$ cat config.mk
export PLATFORM = sky130hd
export DESIGN_NAME = osw_top
export DESIGN_NICKNAME = d
export VERILOG_FILES = /design/src/hdl/osw_pkg.sv /design/src/hdl/osw_cnt_if.sv /design/src/hdl/osw_wait_cnt.sv /design/src/hdl/osw_top.sv
export SDC_FILE = /design/constraint.sdc
export NUM_CORES = 1
export LEC_CHECK = 0
export ABC_CLOCK_PERIOD_IN_PS = 5400
export BUFFER_PORTS_ARGS = -buffer_cell sky130_fd_sc_hd__buf_4
export CAP_MARGIN = 20
export CORE_AREA = 4 4 59 61
export CTS_CLUSTER_SIZE = 10
export DETAILED_ROUTE_END_ITERATION = 10
export DIE_AREA = 0 0 63 65
export PLACE_DENSITY = 0.77
export SLEW_MARGIN = 5
export SYNTH_ARGS = -nofsm -noshare
export SYNTH_HDL_FRONTEND = slang
export SYNTH_SLANG_ARGS = --single-unit
export TNS_END_PERCENT = 5
$ cat constraint.sdc
create_clock -name clk -period 5.4 [get_ports clk]
set_clock_uncertainty 0.15 [all_clocks]
set_input_delay 0.54 -clock clk [delete_from_list [all_inputs] [get_ports clk]]
set_output_delay 0.54 -clock clk [all_outputs]
set_load 0.01 [all_outputs]
$ cat src/hdl/osw_pkg.sv
// Package for the oscillator stabilisation wait block: wait counts, select codes,
// encoding variants and the decode of the select field.
// Assumes one system clock; the oscillator runs slower and is seen as a tick.
package osw_pkg;

  // Width of the wait counter; must hold the longest count (131,072)
  localparam int OSW_CNT_W = 18;

  // Encoding variants of the select field
  localparam logic [1:0] OSW_VAR_A = 2'h0;
  localparam logic [1:0] OSW_VAR_B = 2'h1;
  localparam logic [1:0] OSW_VAR_WIDE = 2'h2;

  // Select code for a driven external clock
  localparam logic [3:0] OSW_SEL_EXT = 4'h5;

  // Wait counts in oscillator cycles
  localparam logic [OSW_CNT_W-1:0] OSW_N2 = 18'h00002;
  localparam logic [OSW_CNT_W-1:0] OSW_N4 = 18'h00004;
  localparam logic [OSW_CNT_W-1:0] OSW_N8 = 18'h00008;
  localparam logic [OSW_CNT_W-1:0] OSW_N16 = 18'h00010;
  localparam logic [OSW_CNT_W-1:0] OSW_N32 = 18'h00020;
  localparam logic [OSW_CNT_W-1:0] OSW_N128 = 18'h00080;
  localparam logic [OSW_CNT_W-1:0] OSW_N256 = 18'h00100;
  localparam logic [OSW_CNT_W-1:0] OSW_N512 = 18'h00200;
  localparam logic [OSW_CNT_W-1:0] OSW_N1K = 18'h00400;
  localparam logic [OSW_CNT_W-1:0] OSW_N2K = 18'h00800;
  localparam logic [OSW_CNT_W-1:0] OSW_N4K = 18'h01000;
  localparam logic [OSW_CNT_W-1:0] OSW_N8K = 18'h02000;
  localparam logic [OSW_CNT_W-1:0] OSW_N16K = 18'h04000;
  localparam logic [OSW_CNT_W-1:0] OSW_N32K = 18'h08000;
  localparam logic [OSW_CNT_W-1:0] OSW_N64K = 18'h10000;
  localparam logic [OSW_CNT_W-1:0] OSW_N128K = 18'h20000;

  // Reset values of the clock gate and oscillator enable outputs
  localparam logic OSW_GATE_RST = 1'b0;
  localparam logic OSW_OSC_EN_RST = 1'b0;

  // Controller states
  typedef enum logic [1:0] {
    OSW_HALTED,
    OSW_START,
    OSW_WAIT,
    OSW_RUN
  } osw_state_t;

  // Select code to wait count; the top bit only counts in the wide variant
  function automatic logic [OSW_CNT_W-1:0] osw_decode(input logic [1:0] variant,
                                                      input logic [3:0] sel);
    logic [OSW_CNT_W-1:0] n;
    n = OSW_N8K;
    if (variant == OSW_VAR_WIDE && sel[3]) begin
      case (sel[2:0])
        3'h0: n = OSW_N256;
        3'h1: n = OSW_N512;
        3'h2: n = OSW_N32K;
        3'h3: n = OSW_N64K;
        3'h4: n = OSW_N128K;
        3'h5: n = OSW_N4;
        3'h6: n = OSW_N32;
        default: n = OSW_N128;
      endcase
    end else begin
      case (sel[2:0])
        3'h0: n = OSW_N8K;
        3'h1: n = OSW_N16K;
        3'h2: n = (variant == OSW_VAR_A) ? OSW_N32K : OSW_N1K;
        3'h3: n = (variant == OSW_VAR_A) ? OSW_N64K : OSW_N2K;
        3'h4: n = (variant == OSW_VAR_A) ? OSW_N128K : OSW_N4K;
        3'h5: n = OSW_N2;
        3'h6: n = OSW_N8;
        default: n = OSW_N16;
      endcase
    end
    return n;
  endfunction

endpackage

$ cat src/hdl/osw_cnt_if.sv
// Interface between the wait controller and its oscillator cycle counter.
// Assumes both ends share the system clock.
`timescale 1ns/100ps
`default_nettype none
interface osw_cnt_if;
  import osw_pkg::*;
  logic clear;
  logic tick;
  logic [OSW_CNT_W-1:0] target;
  logic term;
  logic [OSW_CNT_W-1:0] count;
  modport ctrl (output clear, output tick, output target, input term, input count);
  modport cnt (input clear, input tick, input target, output term, output count);
endinterface
`default_nettype wire

$ cat src/hdl/osw_wait_cnt.sv
// Oscillator cycle counter for the stabilisation wait.
// Assumes tick is a one-cycle pulse per oscillator cycle, synchronous to clk.
`timescale 1ns/100ps
`default_nettype none
module osw_wait_cnt
  import osw_pkg::*;
(
  // Clock and reset
  input wire logic clk,
  input wire logic rst,
  // Controller side
  osw_cnt_if.cnt cif
);

  logic [OSW_CNT_W-1:0] count_reg;
  logic [OSW_CNT_W-1:0] count_next;

  // Terminal count on the tick that completes the chosen number of cycles
  assign cif.term = cif.tick && (count_reg == cif.target - OSW_CNT_W'(1));
  assign cif.count = count_reg;

  // Clear wins over counting, so a halted oscillator leaves no partial count
  always_comb begin
    count_next = count_reg;
    if (cif.clear) begin
      count_next = '0;
    end else if (cif.tick) begin
      count_next = count_reg + OSW_CNT_W'(1);
    end
  end

  always_ff @(posedge clk) begin
    if (rst) begin
      count_reg <= '0;
    end else begin
      count_reg <= count_next;
    end
  end

endmodule
`default_nettype wire

$ cat src/hdl/osw_top.sv
// Oscillator stabilisation wait: holds the system clock off the CPU and
// peripherals until the oscillator has run the selected number of cycles.
// Assumes osc_tick pulses once per oscillator cycle while the oscillator runs,
// and that select bits are stable before a wake request.
`timescale 1ns/100ps
`default_nettype none
module osw_top
  import osw_pkg::*;
#(
  parameter logic [1:0] VARIANT = OSW_VAR_A
)(
  // Clock and reset
  input wire logic clk,
  input wire logic rst,
  // Mode control from the power manager
  input wire logic active_req,
  // Oscillator status
  input wire logic osc_started,
  input wire logic osc_tick,
  input wire logic ext_clk_used,
  // Select bits from the first and third system control registers
  input wire logic wait_sel_bit0,
  input wire logic wait_sel_bit1,
  input wire logic wait_sel_bit2,
  input wire logic wait_sel_bit3,
  // Clock gating and status
  output logic osc_enable,
  output logic sys_clk_gate,
  output logic wait_busy
);

  osw_state_t state_reg;
  osw_state_t state_next;
  logic gate_reg;
  logic gate_next;
  logic osc_en_reg;
  logic osc_en_next;
  logic busy_reg;
  logic busy_next;
  logic [OSW_CNT_W-1:0] target_reg;
  logic [OSW_CNT_W-1:0] target_next;
  logic [3:0] sel;

  osw_cnt_if cif ();

  osw_wait_cnt u_cnt (
    .clk (clk),
    .rst (rst),
    .cif (cif)
  );

  // Fourth bit is ignored outside the wide variant
  assign sel = {(VARIANT == OSW_VAR_WIDE) ? wait_sel_bit3 : 1'b0,
                wait_sel_bit2, wait_sel_bit1, wait_sel_bit0};

  // Counter runs only while waiting; any other state holds it cleared
  assign cif.clear = (state_reg != OSW_WAIT);
  assign cif.tick = osc_tick && (state_reg == OSW_WAIT);
  assign cif.target = target_reg;

  // Wake sequencer: halted, oscillation start, wait count, run.
  // ext_clk_used is not consulted: a non-external code with an external clock
  // simply runs the longer or shorter count, with no protection.
  always_comb begin
    state_next = state_reg;
    target_next = target_reg;
    gate_next = gate_reg;
    osc_en_next = osc_en_reg;
    busy_next = busy_reg;
    case (state_reg)
      OSW_HALTED: begin
        gate_next = 1'b0;
        busy_next = 1'b0;
        osc_en_next = 1'b0;
        if (active_req) begin
          osc_en_next = 1'b1;
          busy_next = 1'b1;
          target_next = osw_decode(VARIANT, sel);
          state_next = OSW_START;
        end
      end
      OSW_START: begin
        if (!active_req) begin
          state_next = OSW_HALTED;
          osc_en_next = 1'b0;
          busy_next = 1'b0;
        end else if (osc_started) begin
          state_next = OSW_WAIT;
        end
      end
      OSW_WAIT: begin
        if (!active_req) begin
          state_next = OSW_HALTED;
          osc_en_next = 1'b0;
          busy_next = 1'b0;
        end else if (cif.term) begin
          state_next = OSW_RUN;
          gate_next = 1'b1;
          busy_next = 1'b0;
        end
      end
      OSW_RUN: begin
        if (!active_req) begin
          state_next = OSW_HALTED;
          gate_next = 1'b0;
          osc_en_next = 1'b0;
        end
      end
      default: begin
        state_next = OSW_HALTED;
        gate_next = 1'b0;
        osc_en_next = 1'b0;
        busy_next = 1'b0;
      end
    endcase
  end

  // Registers only
  always_ff @(posedge clk) begin
    if (rst) begin
      state_reg <= OSW_HALTED;
      target_reg <= OSW_N8K;
      gate_reg <= OSW_GATE_RST;
      osc_en_reg <= OSW_OSC_EN_RST;
      busy_reg <= 1'b0;
    end else begin
      state_reg <= state_next;
      target_reg <= target_next;
      gate_reg <= gate_next;
      osc_en_reg <= osc_en_next;
      busy_reg <= busy_next;
    end
  end

  assign osc_enable = osc_en_reg;
  assign sys_clk_gate = gate_reg;
  assign wait_busy = busy_reg;
endmodule
`default_nettype wire

==> key figures <==
Outcome
  • Status: completed

Setup path
  • Worst r2r src: cif.target[1]
  • Critical Path Start Type: register
  • CP max FO: 6
  • Critical Path End Type: register
  • Slowest CP cell: or4_1
  • Data required time of the worst path: between 5000 and 6000 ps
  • Crit Path Category: reg -> reg
  • CP Launch Point: cif.target[1]
  • CP arrival: between 2000 and 3000 ps
  • R2R cell count: 8
  • Crit-path max cell delay: between 500 and 600 ps
  • CP Cell Sequence: nor3_2 -> ha_1 -> xnor2_1 -> xnor2_1 -> or4_1 -> a311oi_2 -> o21ai_1 -> mux2_4
  • Critical path's most frequent cell: xnor2_1

Cells and area
  • Max FFs per register: 18
  • Area occupied by multi-input gates: about 1000 um2
  • Fill cells: about 260
  • N_diodes: 0
  • Share of layout cells above drive strength 1: 0.124
  • Most frequent cells in the layout: 40 x nor2_1, 31 x dfxtp_1, 15 x nand2_1
  • Final nets: 237
  • Commonest non-fill, non-tap cell in the layout: nor2_1
  • FF+latch area: between 600 and 700 um2
  • P&R area growth vs syn: 9.70%

Logic synthesis
  • Syn nets: roughly 230
  • Ys async rst share: 0
  • Primary FF master, synth: dfxtp_1
  • FF+latch count, synth: 31
  • Post-synth EDFFs: 0
  • Post-synthesis cell area: ~1700 um2
  • Ys Warns: 0
  • Mean area per synthesized cell: 8.37 um2
  • Cell count after synthesis: around 200
  • Register area share after synthesis: 0.362
  • Distinct cells, synth: 37

Die
  • Die width: about 63 um
  • Site Rows: 20
  • Initial Utilization: 0.576
  • Io pins: 13
  • Core ar.: 2980 um2
  • Die area: 4100 um2
  • Die Y: between 60 and 70 um

CTS
  • Clk buf depth: 2
  • Cts repair resizes: 0
  • Cts hold-fix bufs: 0
  • Clock root cell: clkbuf_4
  • Worst skew pair latency: between 300 and 400 ps
  • Num CTS Buffers: 5
  • CTS sink cnt: 31
  • H-Tree Depth: 2
  • Post-CTS Setup Bufs: 0
  • Clk slew on worst S/H paths: approximately 90 ps
  • CTS tree: yes

Placement
  • Dpl ws: between 2000 and 3000 ps
  • Post-DP HPWL: approximately 2.5 mm
  • Buffers on Ports: 10
  • Placer Congestion: between 0.8 and 0.9

STA
  • Slew HR: 0.564
  • RSZ-0062 raised after global routing: false
  • Hold WS: between 300 and 400 ps
  • Final Slew Violations: 0
  • Final WS setup: between 2000 and 3000 ps
  • TNS Setup: 0 ps
  • Fmax: 356 MHz
  • Final cycle utilization of the critical path: 0.520
  • # setup viols final: 0
  • Tmin final: 2810 ps
  • Worst-margin pin slew: 654 ps
  • Final hold vios: 0

Pwr
  • Maximum vdd drop: 0.173 mV
  • Power, Total: around 450 uW
  • P_leak: between 0.0006 and 0.0007 uW
  • Pwr dens: 237 nW/um2

Routing
  • Wire per inst: about 13 um
  • DRT iter0 DRCs: about 110
  • Antenna violation net count after detailed routing: 0
  • # DRC: 0
  • Vias per cell: between 5 and 6
  • Drt pass-1 iters: 4
  • Total Wirelength: around 3.3 mm
  • Routed via count: around 1400

Global route
  • Initial antenna violation count: 0
  • Global-route wire length before repair: approximately 6.0 mm
  • Vias in the first global route: about 1400
  • Largest net degree at the start of global routing: 19
  • Grt total ovfl: 0
  • Gr usage total: 0.187

Flow run
  • Max-Cap Viols: 0

Min path
  • Hold Startpoint: rst
  • WHS Path Cells: 2
  • HP Class: in -> reg
[cell usage after synthesis, drive strengths merged, types with 2 or more instances]
cell type | n | area, um2
nor4 | 2 | 12.5
nand2 | 15 | 56.3
and3 | 5 | 33.8
xnor2 | 13 | 114
ha | 10 | 125
or4 | 2 | 15.0
nand4b | 2 | 17.5
nor3 | 6 | 35.0
dfxtp | 31 | 621
clkbuf | 5 | 18.8
nand2b | 3 | 18.8
nand3 | 3 | 15.0
a22oi | 4 | 30.0
nor4b | 4 | 35.0
inv | 12 | 45.0
a21oi | 8 | 40.0
o21ai | 5 | 28.8
nand4 | 6 | 37.5
a211oi | 2 | 15.0
xor2 | 14 | 123
mux2i | 2 | 20.0
nor2 | 41 | 156
[critical path: cells and delay by family, from the launching register on]
kind	cells	cell delay, ps
fa+ha+maj	1	240
compound gates	2	480
flops	1	360
mux	1	300
simple gates	2	940
xor+xnor	2	230
[per-layer routing]
metal  track usage  vias up  share of wire
met1         0.211      659           0.44
met5             0        -              0
met2         0.323       21           0.50
met4        0.0661        0          0.017
met3        0.0676        6          0.038
li1              -      725              -
[path summary, 6_finish.rpt]
path	endpoint	slack, ps
worst min-delay path	sys_clk_gate	340
worst max-delay path	wait_busy	2590
worst max register to register	wait_busy	2590
worst min register to register	osc_enable	350
[per-stage QoR]
stage               cells  utilization  area, um2
finish                251        0.632       1880
global route          251        0.632       1880
CTS                   251        0.632       1880
detailed placement    243        0.609       1810
global placement      243        0.609       1810
floorplan             205            -       1720
[power by group]
| part | internal [uW] | total [uW] | switching [uW] | leakage [uW] |
|---|---|---|---|---|
| clock | 76.6 | 153 | 76.0 | 0.0000386 |
| combinational | 25.6 | 55.6 | 30.0 | 0.000409 |
| sequential | 233 | 238 | 5.07 | 0.000251 |
| total | 335 | 446 | 111 | 0.000698 |
[final cells by class]
class,count,area share
Multi-Input combinational cell,157,0.548
Inverter,12,0.0239
Sequential cell,31,0.330
Tap cell,33,0.0219
Clock buffer,8,0.0366
Timing Repair Buffer,10,0.0399
[logic make-up (layout without fill, tap and decap cells)]
| kind of cell | count (synthesis) | count (layout) | share of synthesized area |
|---|---|---|---|
| compound gates | 24 | 24 | 0.0999 |
| xor+xnor | 27 | 27 | 0.138 |
| fa+ha+maj | 10 | 10 | 0.0729 |
| buf+inv | 17 | 30 | 0.0372 |
| mux | 3 | 3 | 0.0204 |
| simple gates | 93 | 93 | 0.270 |
| flops | 31 | 31 | 0.362 |
Power figures use the tool's default switching activity.
